**src/core/sgbs_defines.vh**
```
`ifndef SGBS_DEFINES_VH
`define SGBS_DEFINES_VH

// ----------------------------------------
// Command codes after decode
// ----------------------------------------
`define SGBS_CMD_W        4
`define SGBS_CMD_DESEL    4'h0
`define SGBS_CMD_NOP      4'h1
`define SGBS_CMD_ACT      4'h2
`define SGBS_CMD_RD       4'h3
`define SGBS_CMD_WR       4'h4
`define SGBS_CMD_PRE      4'h5
`define SGBS_CMD_REF      4'h6
`define SGBS_CMD_MRS      4'h7
`define SGBS_CMD_RSV      4'h8

// ----------------------------------------
// Per-bank state codes (one-hot)
// ----------------------------------------
`define SGBS_ST_W         8
`define SGBS_ST_IDLE      8'h01
`define SGBS_ST_ACTG      8'h02
`define SGBS_ST_ACTV      8'h04
`define SGBS_ST_READ      8'h08
`define SGBS_ST_WRITE     8'h10
`define SGBS_ST_PRE       8'h20
`define SGBS_ST_RDAP      8'h40
`define SGBS_ST_WRAP      8'h80

// ----------------------------------------
// Device-wide state codes (one-hot)
// ----------------------------------------
`define SGBS_DV_W         4
`define SGBS_DV_NORM      4'h1
`define SGBS_DV_REF       4'h2
`define SGBS_DV_MRS       4'h4
`define SGBS_DV_PALL      4'h8

// ----------------------------------------
// Write mask kinds
// ----------------------------------------
`define SGBS_WM_NONE      2'h0
`define SGBS_WM_SINGLE    2'h1
`define SGBS_WM_DOUBLE    2'h2

// ----------------------------------------
// Default timing counts in command clocks
// ----------------------------------------
`define SGBS_T_RP         4'h4
`define SGBS_T_RCD        4'h4
`define SGBS_T_RC         6'h10
`define SGBS_T_MRD        4'h4
`define SGBS_T_WR         4'h4
`define SGBS_T_BURST      4'h2

`endif

```
**src/core/sgbs_cmd_decode.v**
```verilog
`timescale 1ns/1ns
`include "sgbs_defines.vh"

// Command decode from strobe lines, also qualified by the clock enable history
module sgbs_cmd_decode (
    input  wire                    cs_n,
    input  wire                    ras_n,
    input  wire                    cas_n,
    input  wire                    we_n,
    input  wire                    cke_n,
    input  wire                    cke_n_prev,
    input  wire                    xs_done,
    output reg  [`SGBS_CMD_W-1:0]  cmd,
    output wire                    tables_on
);
    // Tables only hold with enable active on both edges and exit delay met
    assign tables_on = ~cke_n & ~cke_n_prev & xs_done;

    // ----------------------------------------
    // Strobe decode
    // ----------------------------------------
    always @* begin
        if (cs_n) begin
            cmd = `SGBS_CMD_DESEL;
        end else begin
            case ({ras_n, cas_n, we_n})
                3'b111:  cmd = `SGBS_CMD_NOP;
                3'b011:  cmd = `SGBS_CMD_ACT;
                3'b101:  cmd = `SGBS_CMD_RD;
                3'b100:  cmd = `SGBS_CMD_WR;
                3'b010:  cmd = `SGBS_CMD_PRE;
                3'b001:  cmd = `SGBS_CMD_REF;
                3'b000:  cmd = `SGBS_CMD_MRS;
                default: cmd = `SGBS_CMD_RSV;
            endcase
        end
    end
endmodule

```
**src/core/sgbs_bank.v**
```verilog
`timescale 1ns/1ns
`include "sgbs_defines.vh"

// One bank's state machine with its own timer
module sgbs_bank #(
    parameter [3:0] T_RP    = `SGBS_T_RP,
    parameter [3:0] T_RCD   = `SGBS_T_RCD,
    parameter [3:0] T_WR    = `SGBS_T_WR,
    parameter [3:0] T_BURST = `SGBS_T_BURST
) (
    input  wire                    core_clk,
    input  wire                    arst_n,
    input  wire                    hit,
    input  wire [`SGBS_CMD_W-1:0]  cmd,
    input  wire                    auto_pre,
    input  wire                    force_idle,
    output reg  [`SGBS_ST_W-1:0]   state_q,
    output wire                    legal,
    output wire                    ap_pre_phase,
    output wire                    burst_busy
);
    localparam [3:0] ONE = 4'h1;

    reg  [3:0]              tmr_q;
    reg                     pre_ph_q;
    reg  [`SGBS_ST_W-1:0]   state_d;
    reg  [3:0]              tmr_d;
    reg                     pre_ph_d;
    wire                    tdone;

    assign tdone        = (tmr_q == 4'h0);
    assign ap_pre_phase = pre_ph_q;
    assign burst_busy   = (state_q == `SGBS_ST_READ || state_q == `SGBS_ST_WRITE)
                          && !tdone;

    // Legal same-bank commands; transient states accept nothing
    assign legal = (state_q == `SGBS_ST_IDLE && cmd == `SGBS_CMD_ACT)
        || (state_q == `SGBS_ST_ACTV &&
            (cmd == `SGBS_CMD_RD || cmd == `SGBS_CMD_WR || cmd == `SGBS_CMD_PRE))
        || (state_q == `SGBS_ST_READ &&
            (cmd == `SGBS_CMD_RD || (tdone &&
             (cmd == `SGBS_CMD_WR || cmd == `SGBS_CMD_PRE))))
        || (state_q == `SGBS_ST_WRITE &&
            (cmd == `SGBS_CMD_RD || cmd == `SGBS_CMD_WR ||
             (tdone && cmd == `SGBS_CMD_PRE)));

    // ----------------------------------------
    // Next state
    // ----------------------------------------
    always @* begin
        state_d  = state_q;
        tmr_d    = tdone ? 4'h0 : tmr_q - ONE;
        pre_ph_d = pre_ph_q;
        if (force_idle) begin
            state_d  = `SGBS_ST_IDLE;
            tmr_d    = 4'h0;
            pre_ph_d = 1'b0;
        end else if (hit && legal) begin
            case (cmd)
                `SGBS_CMD_ACT: begin
                    state_d = `SGBS_ST_ACTG;
                    tmr_d   = T_RCD - ONE;
                end
                `SGBS_CMD_PRE: begin
                    state_d = `SGBS_ST_PRE;
                    tmr_d   = T_RP - ONE;
                end
                `SGBS_CMD_RD: begin
                    state_d = auto_pre ? `SGBS_ST_RDAP : `SGBS_ST_READ;
                    tmr_d   = T_BURST - ONE;
                end
                `SGBS_CMD_WR: begin
                    state_d = auto_pre ? `SGBS_ST_WRAP : `SGBS_ST_WRITE;
                    tmr_d   = auto_pre ? T_BURST + T_WR - ONE : T_BURST - ONE;
                end
                default: state_d = state_q;
            endcase
            pre_ph_d = 1'b0;
        end else if (tdone) begin
            case (state_q)
                `SGBS_ST_ACTG: state_d = `SGBS_ST_ACTV;
                `SGBS_ST_PRE:  state_d = `SGBS_ST_IDLE;
                // Burst over: the row stays open for the next access
                `SGBS_ST_READ, `SGBS_ST_WRITE: state_d = `SGBS_ST_ACTV;
                `SGBS_ST_RDAP, `SGBS_ST_WRAP: begin
                    // Access period over: start the precharge period
                    if (!pre_ph_q) begin
                        pre_ph_d = 1'b1;
                        tmr_d    = T_RP - ONE;
                    end else begin
                        pre_ph_d = 1'b0;
                        state_d  = `SGBS_ST_IDLE;
                    end
                end
                default: state_d = state_q;
            endcase
        end
    end

    // ----------------------------------------
    // State registers
    // ----------------------------------------
    always @(posedge core_clk or negedge arst_n) begin
        if (!arst_n) begin
            state_q  <= `SGBS_ST_IDLE;
            tmr_q    <= 4'h0;
            pre_ph_q <= 1'b0;
        end else begin
            state_q  <= state_d;
            tmr_q    <= tmr_d;
            pre_ph_q <= pre_ph_d;
        end
    end
endmodule

```
**src/core/sgbs_bank_tracker.v**
```verilog
// Function
// - Tables valid only with enable held low
// - Chip-select high or all-high is idle
// - Decode active, read, write, precharge strobes
// - Idle once precharged and row precharge done
// - Row active after row-to-column delay
// - Precharge command enters precharging, then idle
// - Activate enters activating, then row active
// - Read auto-precharge state ends idle
// - Write auto-precharge state ends idle
// - Refresh holds until refresh cycle ends
// - Mode register set holds for delay
// - Precharge all holds for precharge time
// - Access tracked until last burst nibble
// - Reads and writes include auto-precharge forms
// - Idle bank allows other-bank commands
// - Busy bank allows other-bank bank commands
// - Writes cover all three mask variants
// - Auto-precharge splits into access, precharge
// - Write precharge period starts after recovery
`timescale 1ns/1ns
`include "sgbs_defines.vh"

module sgbs_bank_tracker #(
    parameter       BANKS   = 16,
    parameter       BA_W    = 4,
    parameter [3:0] T_RP    = `SGBS_T_RP,
    parameter [3:0] T_RCD   = `SGBS_T_RCD,
    parameter [5:0] T_RC    = `SGBS_T_RC,
    parameter [3:0] T_MRD   = `SGBS_T_MRD,
    parameter [3:0] T_WR    = `SGBS_T_WR,
    parameter [3:0] T_BURST = `SGBS_T_BURST
) (
    input  wire                          core_clk,
    input  wire                          arst_n,
    input  wire                          cs_n,
    input  wire                          ras_n,
    input  wire                          cas_n,
    input  wire                          we_n,
    input  wire                          cke_n,
    input  wire                          xs_done,
    input  wire [BA_W-1:0]               bank_addr,
    input  wire                          auto_pre,
    input  wire                          pre_all,
    input  wire [1:0]                    write_mask_kind,
    output reg  [`SGBS_DV_W-1:0]         dev_state_q,
    output wire [BANKS*`SGBS_ST_W-1:0]   bank_states,
    output wire                          all_idle,
    output reg                           cmd_illegal_q,
    output reg  [`SGBS_CMD_W-1:0]        last_cmd_q,
    output reg  [1:0]                    last_wmask_q
);
    localparam [5:0] ONE6 = 6'h01;

    // ----------------------------------------
    // Clock enable history and decode
    // ----------------------------------------
    reg                        cke_n_prev_q;
    wire [`SGBS_CMD_W-1:0]     cmd;
    wire                       tables_on;

    always @(posedge core_clk or negedge arst_n) begin
        if (!arst_n) begin
            cke_n_prev_q <= 1'b1;
        end else begin
            cke_n_prev_q <= cke_n;
        end
    end

    sgbs_cmd_decode u_dec (
        .cs_n       (cs_n),
        .ras_n      (ras_n),
        .cas_n      (cas_n),
        .we_n       (we_n),
        .cke_n      (cke_n),
        .cke_n_prev (cke_n_prev_q),
        .xs_done    (xs_done),
        .cmd        (cmd),
        .tables_on  (tables_on)
    );

    // ----------------------------------------
    // Device-wide gating
    // ----------------------------------------
    wire         dev_norm;
    wire         bank_cmd;
    wire         is_pall;
    wire [BANKS-1:0] idle_vec;
    wire [BANKS-1:0] legal_vec;
    wire [BANKS-1:0] busy_vec;
    wire [BANKS-1:0] pre_ok_vec;
    wire         any_burst;
    wire         pall_ok;
    wire         dev_cmd_ok;
    reg  [5:0]   dtmr_q;
    reg  [5:0]   dtmr_d;
    reg  [`SGBS_DV_W-1:0] dev_state_d;
    wire         dev_done;
    wire         force_idle;
    wire         sel_legal;

    assign dev_norm   = (dev_state_q == `SGBS_DV_NORM);
    assign bank_cmd   = (cmd == `SGBS_CMD_ACT || cmd == `SGBS_CMD_RD ||
                         cmd == `SGBS_CMD_WR || cmd == `SGBS_CMD_PRE);
    assign is_pall    = (cmd == `SGBS_CMD_PRE) && pre_all;
    assign all_idle   = &idle_vec;
    assign any_burst  = |busy_vec;
    // Refresh and mode register set only from all idle, nothing bursting
    assign dev_cmd_ok = all_idle && !any_burst;
    // Precharge all needs every bank in a state that may precharge
    assign pall_ok    = &pre_ok_vec;
    assign dev_done   = (dtmr_q == 6'h00);
    assign force_idle = !dev_norm && dev_done;
    // Other banks are not consulted: bank-interleaved commands are free
    assign sel_legal  = legal_vec[bank_addr];

    // ----------------------------------------
    // Per-bank state machines
    // ----------------------------------------
    genvar gi;
    generate
        for (gi = 0; gi < BANKS; gi = gi + 1) begin : g_bank
            wire hit;
            wire [`SGBS_ST_W-1:0] st;
            assign hit = tables_on && dev_norm && !is_pall && bank_cmd &&
                         (bank_addr == gi[BA_W-1:0]);
            assign idle_vec[gi]   = (st == `SGBS_ST_IDLE);
            assign pre_ok_vec[gi] = (st == `SGBS_ST_IDLE) || (st == `SGBS_ST_ACTV) ||
                                    ((st == `SGBS_ST_READ || st == `SGBS_ST_WRITE) &&
                                     !busy_vec[gi]);
            assign bank_states[gi*`SGBS_ST_W +: `SGBS_ST_W] = st;
            sgbs_bank #(
                .T_RP    (T_RP),
                .T_RCD   (T_RCD),
                .T_WR    (T_WR),
                .T_BURST (T_BURST)
            ) u_bank (
                .core_clk     (core_clk),
                .arst_n       (arst_n),
                .hit          (hit),
                .cmd          (cmd),
                .auto_pre     (auto_pre),
                .force_idle   (force_idle),
                .state_q      (st),
                .legal        (legal_vec[gi]),
                .ap_pre_phase (),
                .burst_busy   (busy_vec[gi])
            );
        end
    endgenerate

    // ----------------------------------------
    // Device-wide state machine
    // ----------------------------------------
    always @* begin
        dev_state_d = dev_state_q;
        dtmr_d      = dev_done ? 6'h00 : dtmr_q - ONE6;
        case (dev_state_q)
            `SGBS_DV_NORM: begin
                if (tables_on && dev_cmd_ok && cmd == `SGBS_CMD_REF) begin
                    dev_state_d = `SGBS_DV_REF;
                    dtmr_d      = T_RC - ONE6;
                end else if (tables_on && dev_cmd_ok && cmd == `SGBS_CMD_MRS) begin
                    dev_state_d = `SGBS_DV_MRS;
                    dtmr_d      = {2'b00, T_MRD} - ONE6;
                end else if (tables_on && is_pall && pall_ok) begin
                    dev_state_d = `SGBS_DV_PALL;
                    dtmr_d      = {2'b00, T_RP} - ONE6;
                end
            end
            // Nothing is accepted until the device-wide wait ends
            `SGBS_DV_REF, `SGBS_DV_MRS, `SGBS_DV_PALL: begin
                if (dev_done) begin
                    dev_state_d = `SGBS_DV_NORM;
                end
            end
            default: dev_state_d = `SGBS_DV_NORM;
        endcase
    end

    always @(posedge core_clk or negedge arst_n) begin
        if (!arst_n) begin
            dev_state_q <= `SGBS_DV_NORM;
            dtmr_q      <= 6'h00;
        end else begin
            dev_state_q <= dev_state_d;
            dtmr_q      <= dtmr_d;
        end
    end

    // ----------------------------------------
    // Command flags: illegal strobe and last accepted
    // ----------------------------------------
    wire bad_bank;
    wire bad_dev;
    wire bad_busy;
    assign bad_bank = bank_cmd && !is_pall && !sel_legal;
    assign bad_dev  = ((cmd == `SGBS_CMD_REF || cmd == `SGBS_CMD_MRS) && !dev_cmd_ok) ||
                      (is_pall && !pall_ok) || (cmd == `SGBS_CMD_RSV);
    assign bad_busy = !dev_norm && cmd != `SGBS_CMD_DESEL && cmd != `SGBS_CMD_NOP;

    // Flag is one cycle per offending edge; no state moves on it
    always @(posedge core_clk or negedge arst_n) begin
        if (!arst_n) begin
            cmd_illegal_q <= 1'b0;
            last_cmd_q    <= `SGBS_CMD_DESEL;
            last_wmask_q  <= `SGBS_WM_NONE;
        end else begin
            cmd_illegal_q <= tables_on && (bad_busy || (dev_norm && (bad_bank || bad_dev)));
            if (tables_on && dev_norm && cmd != `SGBS_CMD_DESEL && cmd != `SGBS_CMD_NOP
                && !bad_bank && !bad_dev) begin
                last_cmd_q <= cmd;
                if (cmd == `SGBS_CMD_WR) begin
                    last_wmask_q <= write_mask_kind;
                end
            end
        end
    end
endmodule

```
**config.mk**
```make
export PLATFORM = sky130hd
export DESIGN_NAME = sgbs_bank_tracker
export DESIGN_NICKNAME = d
export VERILOG_FILES = /design/src/core/sgbs_cmd_decode.v /design/src/core/sgbs_bank.v /design/src/core/sgbs_bank_tracker.v
export VERILOG_INCLUDE_DIRS = /design/src /design/src/core
export SDC_FILE = /design/constraint.sdc
export NUM_CORES = 1
export LEC_CHECK = 0
export BUFFER_PORTS_ARGS = -buffer_cell sky130_fd_sc_hd__buf_2
export CELL_PAD_IN_SITES_DETAIL_PLACEMENT = 0
export CELL_PAD_IN_SITES_GLOBAL_PLACEMENT = 2
export CORE_ASPECT_RATIO = 1.2
export CORE_MARGIN = 8
export CORE_UTILIZATION = 25
export DETAILED_ROUTE_END_ITERATION = 8
export PLACE_DENSITY = 0.69
export REMOVE_ABC_BUFFERS = 1
export SLEW_MARGIN = 15
export SYNTH_ARGS = -nofsm -noshare
export SYNTH_HDL_FRONTEND = slang
export SYNTH_SLANG_ARGS = --single-unit
export TNS_END_PERCENT = 50
```
**constraint.sdc**
```tcl
create_clock -name core_clk -period 5.71 [get_ports core_clk]
set_input_delay 1.142 -clock core_clk [delete_from_list [all_inputs] [get_ports core_clk]]
set_output_delay 1.142 -clock core_clk [all_outputs]
set_load 0.01 [all_outputs]
```
## Word-level counts from Yosys, hierarchy flattened

Index checks and enable logic that the tools add are counted.

- Output and inout port bits: 140
- Word-level logic and storage cells: 1062
- Bits in registers: 226
- Bits of input ports: 16

- Multiplexer cells: 290
- $add $sub $neg: 17
- Order comparisons: 1
- Equal/unequal tests: 195
- Bitwise operators: 4
- Reduce and logical (&&, ||, !) cells: 501

Operator list:

| operator | number |
|---|---|
| 8-bit 2-to-1 mux | 65 |
| 4-bit 2-to-1 mux | 101 |
| 8-bit one-hot mux with 3 select lines | 16 |
| 4-bit one-hot mux with 3 select lines | 16 |
| 1-bit logical AND | 183 |
| 1-bit logical OR | 139 |
| 8-bit by 1-bit equality test with 1-bit output, second input constant | 16 |
| 8-bit by 2-bit equality test with 1-bit output, second input constant | 16 |
| 8-bit by 3-bit equality test with 1-bit output, second input constant | 16 |
| 8-bit by 4-bit equality test with 1-bit output, second input constant | 16 |
| 8-bit by 5-bit equality test with 1-bit output, second input constant | 16 |
| 8-bit by 6-bit equality test with 1-bit output, second input constant | 16 |
| 8-bit by 7-bit equality test with 1-bit output, second input constant | 16 |
| 8-bit equality test, second input constant | 16 |
| 6-bit != test, second input constant | 16 |
| 3-bit nonzero test | 32 |
| 1-bit 2-to-1 mux | 81 |
| 5-bit nonzero test | 16 |
| 4-bit zero test | 17 |
| 4-bit by 2-bit != test with 1-bit output, second input constant | 16 |
| 4-bit AND reduction | 16 |
| 4-bit by 1-bit subtractor with 4-bit output, second input constant | 16 |
| 3-bit OR reduction | 17 |
| 4-bit equality test, second input constant | 10 |
| other kinds (27) | 123 |

## Longest topological paths before layout

Gate-level depths: netlist (run 1).

- Depth in word-level cells: 18
- Mapped depth: 12
- Gate-level depth less buffers: 11

## Hierarchy

Synthesis (run 1) repeated with hierarchy kept, for this count alone.

- Cell total of the unflattened synthesis: 2036
- Area total of the unflattened synthesis: 18682.9 sq um

By module, submodules not included:

| module | instances | sequential area each (sq um) | cells an instance | area an instance (sq um) |
|---|---|---|---|---|
| sgbs_bank (g_bank[0].u_bank ...) | 9 | 326.6 | 116 | 1118.6 |
| sgbs_bank (g_bank[3].u_bank ...) | 7 | 326.6 | 100 | 907.1 |
| sgbs_bank_tracker | 1 | 452.9 | 283 | 2198.4 |
| sgbs_cmd_decode | 1 | 0.0 | 9 | 67.6 |

## Worst setup path after synthesis (run 1)

OpenSTA, ideal clock, no wires.

- Path kind: input to register
- Start: input cas_n
- End: register last_cmd_q[0]
- Data required time: 5.585 ns
- Data arrival time: 3.508 ns
- Buffers on the path: 3
- Setup time: 0.125 ns
- Setup slack: 2.077 ns
- Stages on the path: 12
- Path through: buf_2 > nor3b_2 > buf_2 > buf_2 > a21oi_1 > o22ai_1 > nor2_1 > a41oi_1 > o21ai_0 > nand2_1 > or4b_4 > mux2_4

- Cells in the longest elaborated chain, start to end: 17
- Elaborated cells between the ends (all ways): 218
- Those cells by class: 14 x eq/ne; 4 x mux; 200 x reduce/logical

Ends and longest elaborated chain:

| what | RTL line | text |
|---|---|---|
| start, declared | sgbs_bank_tracker.v:38 | `input wire cas_n,` |
| 3-bit by 1-bit equality test with 1-bit output, or another cell as far along | sgbs_cmd_decode.v:26 | `case ({ras_n, cas_n, we_n})` |
| 4-bit one-hot mux with 7 select lines (*) | sgbs_cmd_decode.v:26 |  |
| 4-bit 2-to-1 mux (*) | sgbs_cmd_decode.v:23 | `if (cs_n) begin` |
| 4-bit by 2-bit equality test with 1-bit output (no source line) or 4-bit by 3-bit equality test with 1-bit output (tied branches) | -- |  |
| 1-bit logical OR (no source line) | -- |  |
| 1-bit logical OR (no source line) or 1-bit logical AND (tied branches) | -- |  |
| 1-bit logical AND or 1-bit logical OR (tied branches) | sgbs_bank.v:38, sgbs_bank.v:41 |  |
| 1-bit logical OR or 1-bit logical AND (tied branches) | sgbs_bank.v:37, sgbs_bank.v:40 |  |
| 1-bit logical OR (2 in series) | sgbs_bank.v:37 | `` assign legal = (state_q == `SGBS_ST_IDLE && cmd == `SGBS_CMD_ACT) `` |
| 1-bit binary-select mux with 4-bit select | sgbs_bank_tracker.v:115 | `assign sel_legal = legal_vec[bank_addr];` |
| 1-bit 2-to-1 mux (implied by the code) | sgbs_bank_tracker.v:115 |  |
| 1-bit zero test | sgbs_bank_tracker.v:197 | `assign bad_bank = bank_cmd && !is_pall && !sel_legal;` |
| 1-bit logical AND | sgbs_bank_tracker.v:197 |  |
| 1-bit zero test | sgbs_bank_tracker.v:211 | `&& !bad_bank && !bad_dev) begin` |
| 1-bit logical AND (2 in series) | sgbs_bank_tracker.v:210 | `` if (tables_on && dev_norm && cmd != `SGBS_CMD_DESEL && cmd != `SGBS_CMD_NOP `` |
| end signal, assigned | sgbs_bank_tracker.v:206 | `` last_cmd_q <= `SGBS_CMD_DESEL; `` |
| end signal, assigned | sgbs_bank_tracker.v:212 | `last_cmd_q <= cmd;` |
| end, declared | sgbs_bank_tracker.v:50 | `` output reg [`SGBS_CMD_W-1:0] last_cmd_q, `` |

Mark *: on every way between the ends. The rest lies on a longest branch, timed or not. The select of a mux whose other input is x is not followed.
A chain may end at the register's enable or synchronous reset.

## Worst setup path after layout (run 1)

- Start: register g_bank[11].u_bank.state_q[1]
- End: output all_idle

- Cells in the longest elaborated chain, start to end: 2

Ends and longest elaborated chain:

| what | RTL line | text |
|---|---|---|
| start, declared | sgbs_bank.v:17 | `` output reg [`SGBS_ST_W-1:0] state_q, `` |
| start signal, assigned | sgbs_bank.v:105 | `` state_q <= `SGBS_ST_IDLE; `` |
| start signal, assigned | sgbs_bank.v:109 | `state_q <= state_d;` |
| 8-bit by 1-bit equality test with 1-bit output (no source line) | -- |  |
| 16-bit AND reduction | sgbs_bank_tracker.v:106 | `assign all_idle = &idle_vec;` |
| end, declared | sgbs_bank_tracker.v:48 | `output wire all_idle,` |

Every way passes these cells.

==> results of run 1 <==
[worst reg2reg max path, stage by stage (launching register included)]
cell and delay [ps]:
dfrtp_1 470, nor4_1 670, nand4_1 270, nor4_1 620
nand3_1 240, nor4_4 410, or3_1 170, a21oi_1 80
or4b_4 600, mux2_4 320
[final cells by class]
cell class / count / area (um^2) / area share [%]
Multi-Input combinational cell: 1200 / 7528 / 45.94
Sequential cell: 226 / 5678 / 34.65
Timing Repair Buffer: 191 / 1069 / 6.521
Tap cell: 720 / 900.9 / 5.497
Clock buffer: 36 / 759.5 / 4.635
Inverter: 67 / 251.5 / 1.535
Clock inverter: 14 / 195.2 / 1.191
Antenna cell: 2 / 5.005 / 0.03054
[routing by layer]
layer  vias to the layer above  global-route usage, %  share of wire (%)
met5                         -                      0              0.022
li1                       6024                      -                  -
met2                       393                  28.74                 49
met4                         2                  4.534                2.4
met3                        66                  3.945                7.0
met1                      6362                  20.60                 42
[metrics by stage]
| stage | hold WS (ps) | instances | setup WS [ps] | power (mW) |
|---|---|---|---|---|
| CTS | 511.4 | 2454 | 1093 | 5.428 |
| finish | 508.4 | 2456 | 1133 | 5.360 |
| global route | 520.5 | 2454 | 990.5 | 5.736 |
| detailed placement | 493.8 | 2404 | 845.8 | 3.512 |
| floorplan | 501.5 | 1493 | 761.8 | 3.116 |
| global placement | 500.0 | 2404 | 863.7 | 3.490 |
[flip-flops by register name, indices dropped and copies added, names as in the netlist]
name,cells
last_cmd_q,4
g_bank.u_bank.tmr_q,64
last_wmask_q,2
dtmr_q,6
cmd_illegal_q,1
dev_state_q,4
g_bank.u_bank.state_q,128
cke_n_prev_q,1
g_bank.u_bank.ap_pre_phase,16
[path summary, 6_finish.rpt]
kind | end | slack, ps
max | all_idle | 1130
min | last_cmd_q[2] | 510
max reg2reg | last_cmd_q[1] | 1780
min reg2reg | last_cmd_q[2] | 510
max in group asynchronous | g_bank[11].u_bank.tmr_q[3] | 3800
min in group asynchronous | g_bank[11].u_bank.state_q[1] | 570
[placed cells by master (no fill, tap or decap), types with 9 or more instances in the layout]
cell       netlist  routed
dfrtp_1        208     208
nor2_1         206     205
buf_2           10     154
a21oi_1        119     118
nand2_1        112     112
o21ai_0         92      92
a22o_1          71      71
inv_1           67      67
nor3_1          62      61
xor2_1          40      40
buf_4            1      35
ha_1            33      33
xnor2_1         31      31
or3_1           29      29
nand3_1         29      29
nor3b_1         27      27
clkbuf_16        0      27
nand4_1         25      25
nand2b_1        24      24
nor2b_1         24      24
nor4_1          25      23
o22ai_1         22      22
mux2_2          18      18
o31ai_1         18      18
dfstp_2         18      18
a31oi_1         15      15
a211oi_1        13      13
nand4b_1        11      11
o2111ai_1       10      10
nor4b_1         10       9
[report_power, final]
group	total (mW)	switching, mW	internal (mW)
Clock	1.88	0.755	1.12
Combinational	1.41	0.782	0.632
Sequential	2.07	0.191	1.88
Total	5.36	1.73	3.63
[logic make-up after synthesis]
group	Yosys count	synth area share, %
AO/OA/AOI/OAI	423	20.20
XOR/XNOR	71	4.558
adder cells (fa/ha/maj)	35	3.173
buffers and inverters	125	3.613
flip-flops	226	41.61
multiplexers	29	2.403
AND/OR/NAND/NOR	642	24.44
==> out/results.txt, run 1 <==
Seq/Total Area, Yosys = 41.61%
Synth Instances = 1,551
Hold Path Cell Cnt = 1
Num CTS Buffers = 27
Final period util = 80.17%
Tmin final = 4577 ps
Root Driver = clkbuf_16
highest cell delay on the worst timing path = 670 ps
Ports = 156
CP max FO = 6
final setup vio count = 0
top-count cell post-synth = dfrtp_1
Final Hold Violating Endpoints = 0
Synth async-reset ratio = 100.0%
Layout fillers = 5,805
Finished Cell Area = 16,390 um^2
Tot GR Track Use = 16.65%
Clk Latency, worst-skew pair = 570 ps
Area growth, synth to finish = 20.10%
most area-consuming cells after synthesis = dfrtp_1 (38%), nor2_1 (5.7%), a22o_1 (4.6%)
Mapped Area = 13,640 um^2
postcts setup bufs = 0
Post-DRT Antenna Nets = 0
Remaining Overflow, GRT = 0
Die X = 229.3 um
clock sinks = 226
global-route wire length before repair = 80.96 mm
power per cell area = 327.1 nW/um^2
wire per inst = 21.84 um
Max IR drop VDD = 250.8 uV
Mapped Avg Cell Area = 8.797 um^2
max_slew headroom = 21.13%
post-synth top area share = 38.15%
vias per cell = 5.231
clock-pin slew on the worst setup and hold paths = 60 ps
critical path class = reg -> out
top cell type by total area after synthesis = dfrtp_1
Post-synth EDFFs = 0
largest net degree at the start of global routing = 90
worst path cell trace = nor4_1 -> nand4_1 -> nor4_1 -> nand3_1 -> nor4_4 -> buf_2
die height = 271.9 um
final core utilization = 30.09%
core area = 54,450 um^2
CP top delay family = simple AND/OR/NAND/NOR gates
worst reg-to-reg path cell count = 9
number of cell rows = 94
Total Wirelength = 53.65 mm
Warnings, synthesis = 0
initial core utilization = 25.06%
Synth Flop Type = dfrtp_1
Worst Path Buf+Inv = 1
Worst-Margin Slew = 1179 ps
Slew Viols, Final = 0
detailed placement HPWL = 39.91 mm
Max Cap Viol = 0
worst hold path type = reg -> reg
share of cells above drive strength 1 = 18.28%
Clock Path Buffers = 3
Die ar. = 62,340 um^2
flops & latches, synth = 226
TritonCTS clock tree = done
Placer Congestion = 0.8637
worst r2r src = g_bank[11].u_bank.state_q[1]
hold_sp = last_cmd_q[2]
critical path startpoint category = flop
launch point of the worst path = g_bank[11].u_bank.state_q[1]
P_leak = 7.470 nW
DRT iter0 DRCs = 1,055
number of cells on the critical path = 6
outcome = complete, no violations
Max Freq = 0.2185 GHz
RSZ-0062 raised after global routing = false
Clock Skew = 33.13 ps
WP data required = 4570 ps
I/O Buffers = 155
# DRC = 0
H-Tree Depth = 1
via count = 12,847
WP data arrival = 3440 ps
Critical Path End Type = output pin
initial antenna violation count = 2
critical path's slowest cell = nor4_1
crit-path most repeated cell = nor4_1
Cell Area, Placed = 15,420 um^2
number of hold buffers added after CTS = 0
cts repair resizes = 0
Sum Neg Setup Slack = 0 ps
Layout Nets = 1,762
Synth cell types = 83
Pre-antenna DRT Iters = 6
vias in the first global route = 12,643
Post-synth top cells = dfrtp_1 (208), nor2_1 (206), a21oi_1 (119), nand2_1 (112), o21ai_0 (92)
(Power assumes the default switching activity.)
==> inputs of run 2 (changes only) <==
- ABC_AREA: unset -> 1
- PLACE_DENSITY: 0.69 -> 0.73
- clock period: 5.71 -> 4.6 ns (I/O delays scaled with it)
==> out/results.txt, run 2 <==
Root Driver = clkbuf_16
Slew Viols, Final = 0
worst hold path type = in -> async
Synth async-reset ratio = 100.0%
Mapped Area = 14,540 um^2
Num CTS Buffers = 27
cts repair resizes = 0
Final Hold Violating Endpoints = 0
WP data required = 3680 ps
Synth Instances = 2,064
Post-DRT Antenna Nets = 0
share of cells above drive strength 1 = 15.42%
wire per inst = 19.25 um
clock-pin slew on the worst setup and hold paths = 60 ps
postcts setup bufs = 0
outcome = complete, no violations
clock sinks = 226
global-route wire length before repair = 89.18 mm
Total Wirelength = 57.99 mm
Area growth, synth to finish = 18.45%
worst flop-to-flop path endpoint = g_bank[2].u_bank.tmr_q[2]
critical path startpoint category = flop
die height = 280.2 um
most area-consuming cells after synthesis = dfrtp_1 (36%), nand2_1 (12%), inv_1 (8.5%)
largest family of logic cells by synthesized area = simple AND/OR/NAND/NOR gates
RSZ-0062 raised after global routing = false
Most flops, register = g_bank.u_bank.state_q
post-synth top area share = 35.80%
Ports = 156
Post-synth EDFFs = 0
top-count cell post-synth = nand2_1
Clock Path Buffers = 3
Sum Neg Setup Slack = 0 ps
Layout fillers = 6,330
top cell type by total area after synthesis = dfrtp_1
adder-cell share of the synthesized area = 2.840%
max FFs per register = 128
commonest non-fill, non-tap cells in the layout = nand2_1 (478), inv_1 (331), nor2_1 (266)
Placer Congestion = 0.8516
number of cell rows = 97
Layout Nets = 2,299
number of hold buffers added after CTS = 0
flops & latches, synth = 226
TritonCTS clock tree = done
Remaining Overflow, GRT = 0
Max IR drop VDD = 186.0 uV
Warnings, synthesis = 0
Ant. Diodes = 0
worst r2r src = dtmr_q[0]
largest net degree at the start of global routing = 86
core area = 57,890 um^2
max_slew headroom = 46.78%
fin cells = 3,012
Worst-Margin Slew = 795.4 ps
area of the multi-input gates = 7412 um^2
Die ar. = 66,160 um^2
Synth cell types = 57
final setup vio count = 0
Reg area = 5678 um^2
Clock Skew = 14.58 ps
CP max FO = 4
# DRC = 0
vias in the first global route = 14,403
WP data arrival = 3030 ps
post-synthesis simple-gate area fraction = 32.12%
initial antenna violation count = 0
DRT iter0 DRCs = 1,215
Die X = 236.1 um
H-Tree Depth = 1
worst reg-to-reg path cell count = 15
most common cell after layout, fill and taps aside = nand2_1
met2 Track Usage GR = 30.64%
Post-synth top cells = nand2_1 (478), inv_1 (331), nor2_1 (266), dfrtp_1 (208), nand3_1 (118)
I/O Buffers = 155
Pre-antenna DRT Iters = 5
critical path class = reg -> out
Clk Latency, worst-skew pair = 560 ps
Synth Flop Type = dfrtp_1
Tot GR Track Use = 17.16%
Tmin final = 3950 ps
power per cell area = 350.0 nW/um^2
post-synthesis compound-gate area fraction = 15.28%
detailed placement HPWL = 44.27 mm
P_leak = 8.988 nW
initial core utilization = 25.11%
via count = 14,598
Final period util = 85.86%
xor-xnor portion of the synthesized cell area = 0.6627%
met3 Resource Use GR = 2.014%
Max Cap Viol = 0
Critical Path End Type = output pin
most crowded layer after global routing = met2
Mapped Avg Cell Area = 7.043 um^2
R2R setup slack = 1650 ps
placed insts = 2,963
vias per cell = 4.847
GR Util met1 = 21.49%
Seq/Total Area, Yosys = 39.06%
Max Freq = 0.2532 GHz
mux cell area share after synthesis = 0%
## run 2: cell count changes in the layout (fill, tap and decap cells not counted), moves of 31 or more
cell	change
nand2_1	+366
inv_1	+264
nand3_1	+89
a22o_1	-71
nor2_1	+61
a21oi_1	-57
o22ai_1	+33
xor2_1	-33
o21ai_1	+31
## run 2: layout make-up
cell class                 count  share of cell area, %
sequential                   226                  32.97
tap                          742                  5.391
multi-input combinational   1464                  43.04
clock inverter                 3                 0.2543
timing repair buffer         180                  5.943
clock buffer                  46                  4.745
inverter                     351                  7.651
## run 2: metal layers
metal | vias up | routed length (um)
met1 | 7025 | 25270
met4 | 0 | 1597
met5 | - | 0
met3 | 73 | 2358
li1 | 7153 | -
met2 | 347 | 28770
## run 2: how the worst max path moves through the flow
stage | startpoint | end | slack (ps) | cells past startpoint
after global placement | ras_n | last_cmd_q[0] | 920 | 17
after global routing | g_bank[14].u_bank.state_q[6] | all_idle | 520 | 8
after detailed placement | ras_n | last_cmd_q[2] | 940 | 17
after CTS | g_bank[14].u_bank.state_q[6] | all_idle | 620 | 8
after floorplan | dtmr_q[0] | g_bank[0].u_bank.state_q[4] | 630 | 17
final | g_bank[14].u_bank.state_q[6] | all_idle | 650 | 8
## run 2: power breakdown
| group | internal [mW] | switching [mW] |
|---|---|---|
| clock network | 1.25 | 0.888 |
| registers | 2.27 | 0.167 |
| logic | 0.598 | 0.857 |
## run 2: stage by stage
stage	worst slack (ps)	cell area, um^2	power (mW)	hold slack (ps)	utilization, %
2_1_floorplan	630.1	14400	3.511	437.8	-
3_3_place_gp	915.8	16360	3.879	459.9	28.26
3_5_place_dp	943.3	16360	3.913	468.1	28.26
4_1_cts	618.5	17220	6.098	335.4	29.75
5_1_grt	524.5	17220	6.434	355.2	29.75
6_report	650.4	17220	6.027	306.5	29.75
## run 2: worst max-delay path, stage by stage (launching register included)
cell and delay, ps:
dfrtp_1 420, nor2_1 240, nand2_1 160, nor3_1 400, nand2_1 260, nor3_1 240, nor3b_1 400, buf_4 220
buf_2 140
## run 2: cells by family (layout without fill, tap and decap cells)
kind of cell,after synthesis,count (layout)
buffers and inverters,374,580
DFF,226,226
and+or+nand+nor,1055,1055
AOI/OAI and AO/OA,365,365
xor gates and xnor gates,11,11
adders and majority gates,33,33
